===== src/hw/dspdec_params.svh =====
// Summary of operation
// - Single-word instruction is 24 bits, 8-bit opcode.
// - Exactly three instructions take two words.
// - True condition or PC change adds cycle.
// - Branch, indirect, table, returns take 2-3 cycles.
// - Taken skip takes two or three cycles, untaken skip one.
// - Double-word instructions complete in two cycles.
// - File result goes to register or working_reg_zero.
// - Three-operand form decodes base, second, destination.
// - Bit number from literal or base register.
// - Separate destination only when differing from source.
// - MAC decodes accumulator, operands, prefetch, write-back.
// - Write-back limited to W13 or [W13]+=2.
// - Bit select field is 4 bits, 0-15.
// - File address spans 0x0000 to 0x1FFF.
// - Ten-bit literal 0-255 byte, 0-1023 word.
// - Program address literal has LSB zero.
// - Signed ten-bit literal spans -512 to 511.
// - Processor and DSP status flag groups kept.
`ifndef DSPDEC_PARAMS_SVH
`define DSPDEC_PARAMS_SVH

// ****************************************************************
// Register offsets and reset values
// ****************************************************************
`define DSPDEC_CTRL_ADDR 12'h000
`define DSPDEC_FLAGS_ADDR 12'h004
`define DSPDEC_STATUS_ADDR 12'h008
`define DSPDEC_COUNT_ADDR 12'h00C
`define DSPDEC_CTRL_RST 1'h1
`define DSPDEC_FLAG_DSP_LSB 8

// ****************************************************************
// Opcodes
// ****************************************************************
`define DSPDEC_OP_NOP 8'h00
`define DSPDEC_OP_IND 8'h01
`define DSPDEC_OP_CALL_L 8'h02
`define DSPDEC_OP_GOTO_L 8'h04
`define DSPDEC_OP_RET 8'h06
`define DSPDEC_OP_DO_L 8'h08
`define DSPDEC_OP_BRA 8'h37
`define DSPDEC_OP_BCOND_HI 4'h3
`define DSPDEC_OP_W3 8'h40
`define DSPDEC_OP_LITAR 8'h41
`define DSPDEC_OP_SLIT 8'h90
`define DSPDEC_OP_BIT_LIT 8'hA0
`define DSPDEC_OP_BIT_IND 8'hA1
`define DSPDEC_OP_SKIP 8'hA6
`define DSPDEC_OP_LIT 8'hB0
`define DSPDEC_OP_FILE 8'hB4
`define DSPDEC_OP_TBLRD 8'hBA
`define DSPDEC_OP_TBLWR 8'hBB
`define DSPDEC_OP_MOVD 8'hBE
`define DSPDEC_OP_MAC_HI 6'h30

// ****************************************************************
// Extra cycles beyond the first, and the invalid write-back code
// ****************************************************************
`define DSPDEC_EXTRA_BRANCH 2'h1
`define DSPDEC_EXTRA_TABLE 2'h1
`define DSPDEC_EXTRA_RETURN 2'h2
`define DSPDEC_EXTRA_MOVD 2'h1
`define DSPDEC_AWB_BAD 2'h3

`endif


===== src/hw/dspdec_pkg.sv =====
package dspdec_pkg;

  typedef enum logic [2:0] {
    DSPDEC_S_IDLE = 3'b000,
    DSPDEC_S_SECOND = 3'b001,
    DSPDEC_S_NOP = 3'b010,
    DSPDEC_S_FLUSH = 3'b011,
    DSPDEC_S_FLUSH2 = 3'b100
  } dspdec_state_t;

  typedef struct packed {
    dspdec_state_t state;
    logic [1:0] cnt;
    logic enable;
    logic [4:0] proc_flags;
    logic [3:0] dsp_flags;
    logic [15:0] count;
    logic [31:0] prdata;
    logic pready;
    logic pslverr;
    logic fetch_stall;
    logic insert_nop;
    logic dec_valid;
    logic double_word;
    logic [7:0] opcode;
    logic byte_mode;
    logic [3:0] base_source_reg;
    logic [3:0] second_source_reg;
    logic [2:0] second_source_mode;
    logic [3:0] dest_reg;
    logic [2:0] dest_mode;
    logic lit_dest_separate;
    logic [12:0] file_addr;
    logic dest_is_working_reg_zero;
    logic [3:0] bit_select_field;
    logic bit_from_base_reg;
    logic [9:0] unsigned_literal_ten;
    logic lit_range_err;
    logic [15:0] signed_literal_ten;
    logic [22:0] unsigned_literal_twentythree;
    logic accum_sel;
    logic [2:0] mult_pair;
    logic [3:0] x_prefetch;
    logic [1:0] x_dest;
    logic [3:0] y_prefetch;
    logic [1:0] y_dest;
    logic [1:0] accum_writeback_dest;
    logic upd_proc_flags;
    logic upd_dsp_flags;
  } dspdec_regs_t;

endpackage : dspdec_pkg


===== src/hw/dspdec_core.sv =====
`timescale 1ns/1ps
`default_nettype none
`include "dspdec_params.svh"

module dspdec_core (
  input wire logic pclk,
  input wire logic presetn,
  input wire logic psel,
  input wire logic penable,
  input wire logic pwrite,
  input wire logic [11:0] paddr,
  input wire logic [31:0] pwdata,
  output logic [31:0] prdata,
  output logic pready,
  output logic pslverr,
  input wire logic instr_valid,
  input wire logic [23:0] instr_word,
  input wire logic cond_true,
  input wire logic proc_flag_we,
  input wire logic [4:0] proc_flag_in,
  input wire logic dsp_flag_we,
  input wire logic [3:0] dsp_flag_in,
  output logic fetch_stall,
  output logic insert_nop,
  output logic dec_valid,
  output logic double_word,
  output logic [7:0] opcode,
  output logic byte_mode,
  output logic [3:0] base_source_reg,
  output logic [3:0] second_source_reg,
  output logic [2:0] second_source_mode,
  output logic [3:0] dest_reg,
  output logic [2:0] dest_mode,
  output logic lit_dest_separate,
  output logic [12:0] file_addr,
  output logic dest_is_working_reg_zero,
  output logic [3:0] bit_select_field,
  output logic bit_from_base_reg,
  output logic [9:0] unsigned_literal_ten,
  output logic lit_range_err,
  output logic [15:0] signed_literal_ten,
  output logic [22:0] unsigned_literal_twentythree,
  output logic accum_sel,
  output logic [2:0] mult_pair,
  output logic [3:0] x_prefetch,
  output logic [1:0] x_dest,
  output logic [3:0] y_prefetch,
  output logic [1:0] y_dest,
  output logic [1:0] accum_writeback_dest,
  output logic upd_proc_flags,
  output logic upd_dsp_flags,
  output logic [4:0] proc_flags,
  output logic [3:0] dsp_flags
);

  // ****************************************************************
  // Decode helpers
  // ****************************************************************
  function automatic logic dspdec_is_double(input logic [7:0] op);
    dspdec_is_double = (op == `DSPDEC_OP_CALL_L) || (op == `DSPDEC_OP_GOTO_L) ||
                       (op == `DSPDEC_OP_DO_L);
  endfunction : dspdec_is_double

  function automatic logic [1:0] dspdec_extra(input logic [7:0] op, input logic c);
    dspdec_extra = 2'h0;
    if ((op == `DSPDEC_OP_BRA) || (op == `DSPDEC_OP_IND))
      dspdec_extra = `DSPDEC_EXTRA_BRANCH;
    else if ((op == `DSPDEC_OP_TBLRD) || (op == `DSPDEC_OP_TBLWR))
      dspdec_extra = `DSPDEC_EXTRA_TABLE;
    else if (op == `DSPDEC_OP_RET)
      dspdec_extra = `DSPDEC_EXTRA_RETURN;
    else if (op == `DSPDEC_OP_MOVD)
      dspdec_extra = `DSPDEC_EXTRA_MOVD;
    else if ((op[7:4] == `DSPDEC_OP_BCOND_HI) && c)
      dspdec_extra = `DSPDEC_EXTRA_BRANCH;
  endfunction : dspdec_extra

  dspdec_pkg::dspdec_regs_t s;
  dspdec_pkg::dspdec_regs_t next_s;
  logic [7:0] op;
  logic [23:0] w;
  logic [1:0] extra;

  assign w = instr_word;
  assign op = s.enable ? instr_word[23:16] : `DSPDEC_OP_NOP;
  assign extra = dspdec_extra(op, cond_true);

  // ****************************************************************
  // Next-state logic
  // ****************************************************************
  always_comb
  begin
    next_s = s;
    next_s.dec_valid = 1'b0;
    next_s.insert_nop = 1'b0;
    next_s.pready = 1'b0;
    next_s.pslverr = 1'b0;
    // Answer is prepared in the setup cycle so the access phase has no wait.
    if (psel && !penable)
    begin
      next_s.pready = 1'b1;
      unique case (paddr)
        `DSPDEC_CTRL_ADDR: next_s.prdata = {31'h0, s.enable};
        `DSPDEC_FLAGS_ADDR: next_s.prdata = {20'h0, s.dsp_flags, 3'h0, s.proc_flags};
        `DSPDEC_STATUS_ADDR: next_s.prdata = {20'h0, s.fetch_stall, s.state, s.opcode};
        `DSPDEC_COUNT_ADDR: next_s.prdata = {16'h0, s.count};
        default:
        begin
          next_s.prdata = 32'h0;
          next_s.pslverr = 1'b1;
        end
      endcase
    end
    if (psel && penable && s.pready && pwrite)
    begin
      if (paddr == `DSPDEC_CTRL_ADDR)
        next_s.enable = pwdata[0];
      if (paddr == `DSPDEC_FLAGS_ADDR)
      begin
        next_s.proc_flags = pwdata[4:0];
        next_s.dsp_flags = pwdata[`DSPDEC_FLAG_DSP_LSB +: 4];
      end
    end
    // Execution updates win over a software write in the same cycle.
    if (proc_flag_we)
      next_s.proc_flags = proc_flag_in;
    if (dsp_flag_we)
      next_s.dsp_flags = dsp_flag_in;
    unique case (s.state)
      dspdec_pkg::DSPDEC_S_IDLE:
      begin
        if (instr_valid)
        begin
          next_s.dec_valid = 1'b1;
          next_s.double_word = 1'b0;
          next_s.count = s.count + 16'h1;
          next_s.opcode = op;
          next_s.byte_mode = w[14];
          next_s.base_source_reg = w[18:15];
          next_s.dest_mode = w[13:11];
          next_s.dest_reg = w[10:7];
          next_s.second_source_mode = w[6:4];
          next_s.second_source_reg = w[3:0];
          next_s.lit_dest_separate = 1'b0;
          if (op == `DSPDEC_OP_LITAR)
          begin
            next_s.lit_dest_separate = (w[10:7] != w[18:15]);
            if (w[10:7] == w[18:15])
              next_s.dest_reg = w[18:15];
          end
          next_s.file_addr = w[12:0];
          next_s.dest_is_working_reg_zero = (op == `DSPDEC_OP_FILE) && !w[13];
          next_s.bit_select_field = w[15:12];
          next_s.bit_from_base_reg = (op == `DSPDEC_OP_BIT_IND);
          next_s.unsigned_literal_ten = w[13:4];
          next_s.lit_range_err = 1'b0;
          if ((op == `DSPDEC_OP_LIT) && w[14])
          begin
            // Byte mode keeps only the low eight bits and reports the excess.
            next_s.unsigned_literal_ten = {2'h0, w[11:4]};
            next_s.lit_range_err = |w[13:12];
          end
          next_s.signed_literal_ten = {{6{w[13]}}, w[13:4]};
          next_s.accum_sel = w[15];
          next_s.mult_pair = w[14:12];
          next_s.x_prefetch = w[11:8];
          next_s.x_dest = w[7:6];
          next_s.y_prefetch = w[5:2];
          next_s.y_dest = w[1:0];
          next_s.accum_writeback_dest = (w[17:16] == `DSPDEC_AWB_BAD) ? 2'h0 : w[17:16];
          next_s.upd_dsp_flags = (op[7:2] == `DSPDEC_OP_MAC_HI);
          next_s.upd_proc_flags = (op == `DSPDEC_OP_FILE) || (op == `DSPDEC_OP_W3) ||
                                  (op == `DSPDEC_OP_LIT) || (op == `DSPDEC_OP_LITAR);
          next_s.unsigned_literal_twentythree = {7'h0, w[15:1], 1'b0};
          if (dspdec_is_double(op))
            next_s.state = dspdec_pkg::DSPDEC_S_SECOND;
          else if ((op == `DSPDEC_OP_SKIP) && cond_true)
            next_s.state = dspdec_pkg::DSPDEC_S_FLUSH;
          else if (extra != 2'h0)
          begin
            next_s.state = dspdec_pkg::DSPDEC_S_NOP;
            next_s.cnt = extra;
            next_s.fetch_stall = 1'b1;
          end
        end
      end
      dspdec_pkg::DSPDEC_S_SECOND:
      begin
        // The second word is part of the instruction, not a separate one.
        if (instr_valid)
        begin
          next_s.double_word = 1'b1;
          next_s.unsigned_literal_twentythree[22:16] = w[6:0];
          next_s.state = dspdec_pkg::DSPDEC_S_IDLE;
        end
      end
      dspdec_pkg::DSPDEC_S_NOP:
      begin
        next_s.insert_nop = 1'b1;
        next_s.cnt = s.cnt - 2'h1;
        if (s.cnt == 2'h1)
        begin
          next_s.state = dspdec_pkg::DSPDEC_S_IDLE;
          next_s.fetch_stall = 1'b0;
        end
      end
      dspdec_pkg::DSPDEC_S_FLUSH:
      begin
        // A skipped double-word instruction costs one more flushed word.
        if (instr_valid)
        begin
          next_s.insert_nop = 1'b1;
          next_s.state = dspdec_is_double(op) ? dspdec_pkg::DSPDEC_S_FLUSH2 :
                                                 dspdec_pkg::DSPDEC_S_IDLE;
        end
      end
      dspdec_pkg::DSPDEC_S_FLUSH2:
      begin
        if (instr_valid)
        begin
          next_s.insert_nop = 1'b1;
          next_s.state = dspdec_pkg::DSPDEC_S_IDLE;
        end
      end
      default:
        next_s.state = dspdec_pkg::DSPDEC_S_IDLE;
    endcase
  end

  // ****************************************************************
  // State register
  // ****************************************************************
  always_ff @(posedge pclk or negedge presetn)
  begin
    if (!presetn)
    begin
      s <= '0;
      s.enable <= `DSPDEC_CTRL_RST;
    end
    else
      s <= next_s;
  end

  assign prdata = s.prdata;
  assign pready = s.pready;
  assign pslverr = s.pslverr;
  assign fetch_stall = s.fetch_stall;
  assign insert_nop = s.insert_nop;
  assign dec_valid = s.dec_valid;
  assign double_word = s.double_word;
  assign opcode = s.opcode;
  assign byte_mode = s.byte_mode;
  assign base_source_reg = s.base_source_reg;
  assign second_source_reg = s.second_source_reg;
  assign second_source_mode = s.second_source_mode;
  assign dest_reg = s.dest_reg;
  assign dest_mode = s.dest_mode;
  assign lit_dest_separate = s.lit_dest_separate;
  assign file_addr = s.file_addr;
  assign dest_is_working_reg_zero = s.dest_is_working_reg_zero;
  assign bit_select_field = s.bit_select_field;
  assign bit_from_base_reg = s.bit_from_base_reg;
  assign unsigned_literal_ten = s.unsigned_literal_ten;
  assign lit_range_err = s.lit_range_err;
  assign signed_literal_ten = s.signed_literal_ten;
  assign unsigned_literal_twentythree = s.unsigned_literal_twentythree;
  assign accum_sel = s.accum_sel;
  assign mult_pair = s.mult_pair;
  assign x_prefetch = s.x_prefetch;
  assign x_dest = s.x_dest;
  assign y_prefetch = s.y_prefetch;
  assign y_dest = s.y_dest;
  assign accum_writeback_dest = s.accum_writeback_dest;
  assign upd_proc_flags = s.upd_proc_flags;
  assign upd_dsp_flags = s.upd_dsp_flags;
  assign proc_flags = s.proc_flags;
  assign dsp_flags = s.dsp_flags;

  // ****************************************************************
  // Checks
  // ****************************************************************
  logic idle_take;
  assign idle_take = (s.state == dspdec_pkg::DSPDEC_S_IDLE) && instr_valid;

  branch_two_a:
    assert property (@(posedge pclk) disable iff (!presetn)
      idle_take && (op == `DSPDEC_OP_BRA) |=> fetch_stall ##1 (!fetch_stall && insert_nop))
    else $error("branch did not take two cycles");
  return_three_a:
    assert property (@(posedge pclk) disable iff (!presetn)
      idle_take && (op == `DSPDEC_OP_RET) |=> fetch_stall [*2] ##1 !fetch_stall)
    else $error("return did not take three cycles");
  cond_false_a:
    assert property (@(posedge pclk) disable iff (!presetn)
      idle_take && (op[7:4] == `DSPDEC_OP_BCOND_HI) && (op != `DSPDEC_OP_BRA) && !cond_true
      |=> !fetch_stall && (s.state == dspdec_pkg::DSPDEC_S_IDLE))
    else $error("untaken branch stalled");
  double_two_a:
    assert property (@(posedge pclk) disable iff (!presetn)
      idle_take && dspdec_is_double(op) |=> (s.state == dspdec_pkg::DSPDEC_S_SECOND) && !fetch_stall)
    else $error("double-word instruction not waiting for second word");
  skip_flush_a:
    assert property (@(posedge pclk) disable iff (!presetn)
      idle_take && (op == `DSPDEC_OP_SKIP) && cond_true
      |=> (s.state == dspdec_pkg::DSPDEC_S_FLUSH))
    else $error("taken skip did not flush");
  lone_second_a:
    assert property (@(posedge pclk) disable iff (!presetn)
      idle_take && (w[23:16] == 8'h00) |=> dec_valid && (opcode == 8'h00) && !fetch_stall)
    else $error("lone second word not a no-operation");
  lsb_zero_a:
    assert property (@(posedge pclk) disable iff (!presetn)
      !unsigned_literal_twentythree[0])
    else $error("program address literal odd");
  byte_lit_a:
    assert property (@(posedge pclk) disable iff (!presetn)
      dec_valid && byte_mode && (opcode == `DSPDEC_OP_LIT) |-> (unsigned_literal_ten[9:8] == 2'h0))
    else $error("byte literal above 255");
  sign_ext_a:
    assert property (@(posedge pclk) disable iff (!presetn)
      dec_valid |-> (signed_literal_ten[15:10] == {6{signed_literal_ten[9]}}))
    else $error("signed literal not sign extended");
  awb_limit_a:
    assert property (@(posedge pclk) disable iff (!presetn)
      accum_writeback_dest != `DSPDEC_AWB_BAD)
    else $error("write-back destination out of range");
  nop_stall_a:
    assert property (@(posedge pclk) disable iff (!presetn)
      (s.state == dspdec_pkg::DSPDEC_S_NOP) |-> fetch_stall)
    else $error("fetch not stalled during inserted cycles");

endmodule : dspdec_core
`default_nettype wire


===== config.mk =====
export PLATFORM = sky130hd
export DESIGN_NAME = dspdec_core
export DESIGN_NICKNAME = d
export VERILOG_FILES = /design/src/hw/dspdec_pkg.sv /design/src/hw/dspdec_core.sv
export VERILOG_INCLUDE_DIRS = /design/src /design/src/hw
export SDC_FILE = /design/constraint.sdc
export NUM_CORES = 1
export LEC_CHECK = 0
export BUFFER_PORTS_ARGS = -buffer_cell sky130_fd_sc_hd__buf_2
export CORE_MARGIN = 2
export CORE_UTILIZATION = 49
export CTS_CLUSTER_SIZE = 30
export DETAILED_ROUTE_END_ITERATION = 7
export PLACE_DENSITY = 0.84
export SYNTH_ARGS = -nofsm -noshare
export SYNTH_HDL_FRONTEND = slang
export SYNTH_SLANG_ARGS = --single-unit

===== constraint.sdc =====
create_clock -name pclk -period 2.2 [get_ports pclk]
set_input_delay 0.11 -clock pclk [delete_from_list [all_inputs] [get_ports pclk]]
set_output_delay 0.11 -clock pclk [all_outputs]
set_load 0.03 [all_outputs]

# ---- Word level (Yosys, flattened, before mapping)
# Index checks and enable logic that the tools add are counted.
dict set report word_totals {
  input_bits 86
  romBits 0
  ram_bits 0
  n_memories 0
  elab_cells 160
  latch_bits 0
  regBits 163
  out_inout_bits 164
}
dict set report op_classes {
  bitwise_logic 0
  n_addsub 2
  multipliers 0
  n_div 0
  n_eq_ne 37
  reduce_logical 38
  n_mux 44
  magnitude_cmp 0
  shifts 0
}
# cell count
set op_table {}
lappend op_table {{$mux 119} 1}
lappend op_table {{$pmux 16 s4} 1}
lappend op_table {{$eq 8x8->1 const B} 7}
lappend op_table {{$eq 12x4->1 const B} 2}
lappend op_table {{$mux 3} 6}
lappend op_table {{$mux 9} 2}
lappend op_table {{$add 16x1->16 const B} 1}
lappend op_table {{$eq 8x3->1 const B} 2}
lappend op_table {{$eq 8x7->1 const B} 2}
lappend op_table {{$mux 5} 3}
lappend op_table {{$mux 2} 7}
lappend op_table {{$ne 2x2->1 const B} 7}
lappend op_table {{$pmux 7 s2} 1}
lappend op_table {{$reduce_bool 2->1} 7}
lappend op_table {{$eq 12x3->1 const B} 1}
lappend op_table {{$logic_not 12->1} 1}
lappend op_table {{$mux 1} 12}
lappend op_table {{$mux 4} 3}
lappend op_table {{$pmux 3 s4} 1}
lappend op_table {{$mux 11} 1}
lappend op_table {{$reduce_and 5->1} 2}
lappend op_table {{$eq 8x1->1 const B} 1}
lappend op_table {{$eq 8x2->1 const B} 1}
lappend op_table {{$eq 8x4->1 const B} 1}
lappend op_table {{other kinds (26)} 48}

# ---- Longest topological paths before layout
dict set report logic_depth {
  depth_word 14
  depth_mapped 7
  ltp_nobuf 7
}

# ---- Least setup slack after synthesis
# OpenSTA, ideal clock, no wires.
dict set report synth_path {
  path_type {register to register}
  startpoint {reg s[180] in the netlist's numbering}
  endpoint {reg s[181] in the netlist's numbering}
  arrival_ns 1.709
  t_required_ns 2.075
  setup_ns 0.125
  setup_slack_ns 0.365
  stages_incl_launch_ff 6
  n_path_buf 1
  period_less_slack_ns 1.835
  path_cell_list {dfstp_2 buf_4 or3b_4 o31a_1 o21bai_1 mux2_4}
}
dict set report synth_between {
  elab_chain_len 13
  word_cells_on_any_way 33
  cone_classes {14 x eq/ne; 11 x mux; 8 x reduce/logical}
}
# element line
set synth_rtl {}
lappend synth_rtl {{start, declared} dspdec_core.sv:78} ;# dspdec_pkg::dspdec_regs_t s;
lappend synth_rtl {{start signal, assigned} dspdec_core.sv:241} ;# s <= next_s;
lappend synth_rtl {{$mux 8 (no line) *} --}
lappend synth_rtl {{$eq 4x2->1 (no line)} --}
lappend synth_rtl {{$logic_and 1x1->1} dspdec_core.sv:74} ;# else if ((op[7:4] == `DSPDEC_OP_BCOND_HI) && c)
lappend synth_rtl {{$mux 1} dspdec_core.sv:74}
lappend synth_rtl {{$mux 1} dspdec_core.sv:72} ;# else if (op == `DSPDEC_OP_MOVD)
lappend synth_rtl {{$mux 2} dspdec_core.sv:70} ;# else if (op == `DSPDEC_OP_RET)
lappend synth_rtl {{$mux 2} dspdec_core.sv:68} ;# else if ((op == `DSPDEC_OP_TBLRD) || (op == `DSPDEC_OP_TBLWR))
lappend synth_rtl {{$mux 2} dspdec_core.sv:66} ;# if ((op == `DSPDEC_OP_BRA) || (op == `DSPDEC_OP_IND))
lappend synth_rtl {{$mux 5} dspdec_core.sv:179} ;# else if (extra != 2'h0)
lappend synth_rtl {{$mux 2} dspdec_core.sv:177} ;# else if ((op == `DSPDEC_OP_SKIP) && cond_true)
lappend synth_rtl {{$mux 2} dspdec_core.sv:175} ;# if (dspdec_is_double(op))
lappend synth_rtl {{$mux 5} dspdec_core.sv:132} ;# if (instr_valid)
lappend synth_rtl {{$pmux 2 s2} dspdec_core.sv:129} ;# unique case (s.state)
# Every way passes the cells marked *; elsewhere a longest branch is shown, timed or not. The select of a mux whose other input is x is not followed.
# A chain may end at the register's enable or synchronous reset.

# ---- Final worst setup path
# Ends and elaborated chain as after synthesis.

==> flow_metrics.env <==
export IMPL_io_buffers=209
export IMPL_ir_worst_vdd_uv=351
export IMPL_slowest_delay_ns=0.63
export IMPL_r2r_cells=5
export IMPL_wl_per_cell_um=15.2
export IMPL_drv_cap=0
export IMPL_vias_per_cell=5.02
export IMPL_tightest_slew_ns=0.542
export IMPL_vias=4404
export IMPL_synth_cells=642
export IMPL_drtIter0Drc=245
export IMPL_fin_crit_ns=1.91
export IMPL_die_w_um=113
export IMPL_end_kind="flip-flop"
export IMPL_clockPowerShare=0.337
export IMPL_area_delta_synth_final_pct=10.4
export IMPL_grt_pass1_vias=4101
export IMPL_period_share=0.866
export IMPL_syn_mean_instance_area_um2=9.13
export IMPL_crit_arrival_ns=2.12
export IMPL_drt_pre_antenna_iters=5
export IMPL_yosysWarnings=0
export IMPL_hold_violations=0
export IMPL_largest_register_ffs=22
export IMPL_synth_edf_count=0
export IMPL_clock_tree_htree_level_count=3
export IMPL_p_sw_w=0.00157
export IMPL_cp_endpoint="s[181]"
export IMPL_ys_async_sr_fraction=1.00
export IMPL_hpwl_mm=9.57
export IMPL_synth_flop_cell="dfrtp_1"
export IMPL_rsz0062_at_grt="false"
export IMPL_synth_top_area_share=0.427
export IMPL_maxSlewViolCount=0
export IMPL_sw_frac_of_total=0.328
export IMPL_yosysTopAreaCell="dfrtp_1"
export IMPL_skew_ns=0.0129
export IMPL_hold_path_class="in -> reg"
export IMPL_power_leakage_nw=3.48
export IMPL_r2r_end="s[181]"
export IMPL_antenna_found_initial=0
export IMPL_slew_headroom=0.636
export IMPL_drc_errors=0
export IMPL_antenna_left=0
export IMPL_core_area_um2=11600
export IMPL_numCtsBuffers=9
export IMPL_cts_clk_slew_worst_paths_ns=0.07
export IMPL_p_comb_frac=0.224
export IMPL_cts_tree="built"
export IMPL_gp_congestion=0.886
export IMPL_die_y_um=113
export IMPL_netlist_cell_type_count=54
export IMPL_clk_latency_ns=0.34
export IMPL_io_pins=250
export IMPL_intPower_w=0.00322
export IMPL_holdWs_ns=0.0168
export IMPL_overflow=0
export IMPL_synth_seq_area_share=0.431
export IMPL_rr_startpoint="s[180]"
export IMPL_worstPathMaxFanout=9
export IMPL_final_cell_mix="208 x buf_2, 157 x nand2_1, 100 x dfrtp_1"
export IMPL_cts_num_sinks=101
export IMPL_final_nets=817
export IMPL_required_ns=2.42
export IMPL_largest_register="s"
export IMPL_crit_path_top_delay_cell="dfstp_2"
export IMPL_cts_resized=0
export IMPL_grt_max_degree=52
export IMPL_setup_viol=0
export IMPL_startpoint="s[180]"
export IMPL_cts_root_buffer="clkbuf_16"
export IMPL_netlist_top_cells_area="dfrtp_1 43%, buf_4 20%, nand2_1 10%, o21ai_0 2.6%, xnor2_1 2.2%"
export IMPL_die_area_um2=12900
export IMPL_path_cells="or3b_4, nor2_4, a311oi_2, o22a_1, mux2_4"
export IMPL_r2r_slack_ns=0.29
export IMPL_drive_gt1_frac=0.351
export IMPL_diodes=0
export IMPL_layout_commonest_cell="buf_2"
export IMPL_outcome="completed"
export IMPL_synth_cell_area_um2=5860
export IMPL_grt_first_pass_wirelength_mm=20.9
export IMPL_setup_tns_ns=0
export IMPL_routed_wl_mm=13.3
export IMPL_grt_usage=0.206
export IMPL_power_density_nw_per_um2=741
export IMPL_clock_fmax_mhz=525
export IMPL_rows=39
export IMPL_setup_worst_path_class="reg -> reg"
export IMPL_crit_path_start_kind="flip-flop"
export IMPL_power_frac_seq=0.439
export IMPL_synth_seq_cells=101
export IMPL_cts_max_path_buffers=2
export IMPL_initial_core_util=0.507
==> worst min-delay path by stage <==
| stage | startpoint | endpoint | slack [ns] | cells past startpoint |
|---|---|---|---|---|
| floorplan | presetn | accum_writeback_dest[0] | -0.19 | 0 |
| global placement | presetn | proc_flags[3] | 0.09 | 1 |
| detailed placement | presetn | proc_flags[3] | 0.1 | 1 |
| CTS | instr_word[9] | file_addr[9] | 0.002 | 3 |
| global route | instr_word[15] | base_source_reg[0] | 0.02 | 3 |
| finish | instr_word[15] | base_source_reg[0] | 0.02 | 3 |
==> Yosys cell counts (all sizes together), types with 2 or more instances <==
cell type / number
nor2: 16
o31a: 2
nand2b: 7
nor4: 3
xnor2: 15
mux2i: 13
nand3: 23
a22oi: 8
dfrtp: 100
nand2: 157
nor3: 6
and3: 3
ha: 2
xor2: 5
nor4b: 2
nand3b: 3
o31ai: 15
mux2: 11
a32o: 2
o21ai: 30
inv: 6
o22ai: 3
nor2b: 3
a21oi: 2
nand4: 8
buf: 165
clkbuf: 13
o22a: 2
==> worst max-delay path, delay by kind of cell (launching register included) <==
kind	cells	cell delay, ns
AOI/OAI and AO/OA	2	0.35
DFF	1	0.63
muxes	1	0.26
and+or+nand+nor	2	0.54
==> kinds of logic after synthesis <==
kind of cell / count (synthesis) / synth area share
and+or+nand+nor: 240 / 0.189
buffers and inverters: 184 / 0.220
DFF: 101 / 0.431
AOI/OAI and AO/OA: 69 / 0.0772
muxes: 25 / 0.0478
xor gates and xnor gates: 20 / 0.0299
adders and majority gates: 2 / 0.00427
other: 1 / 0.000639
==> layout make-up <==
type | count | area [um2]
multi-input combinational | 373 | 2110
clock buffer | 10 | 239
sequential | 101 | 2530
timing repair buffer | 238 | 1330
fill | 1051 | 5090
clock inverter | 6 | 67.6
tap | 143 | 179
inverter | 6 | 22.5
==> routing by layer <==
layer | GRT usage | part of all wire
met4 | 0.0813 | 0.025
met3 | 0.0399 | 0.059
met2 | 0.332 | 0.49
met1 | 0.276 | 0.43
met5 | 0 | 0
==> repair_timing <==
action                    CTS  global route
hold endpoints to repair   51             0
buffers inserted            0             0
hold buffers               20             0
==> power by group through the flow <==
stage,Combinational [W],Sequential (W),Clock [W]
after floorplan,0.000956,0.00212,0
after global placement,0.00103,0.00213,0
after detailed placement,0.00104,0.00214,0
after CTS,0.00108,0.00210,0.00166
after global routing,0.00115,0.00213,0.00174
final,0.00107,0.00210,0.00162
==> stage by stage <==
stage	utilization	setup slack (ns)	instances	total power (W)	instance area [um2]
floorplan	-	0.365	658	0.00308	5920
global placement	0.516	0.348	841	0.00316	5970
detailed placement	0.516	0.335	841	0.00318	5970
CTS	0.560	0.303	877	0.00484	6470
global route	0.560	0.207	877	0.00501	6470
finish	0.560	0.294	877	0.00480	6470
Note: power is estimated with default switching activity, not from simulation.
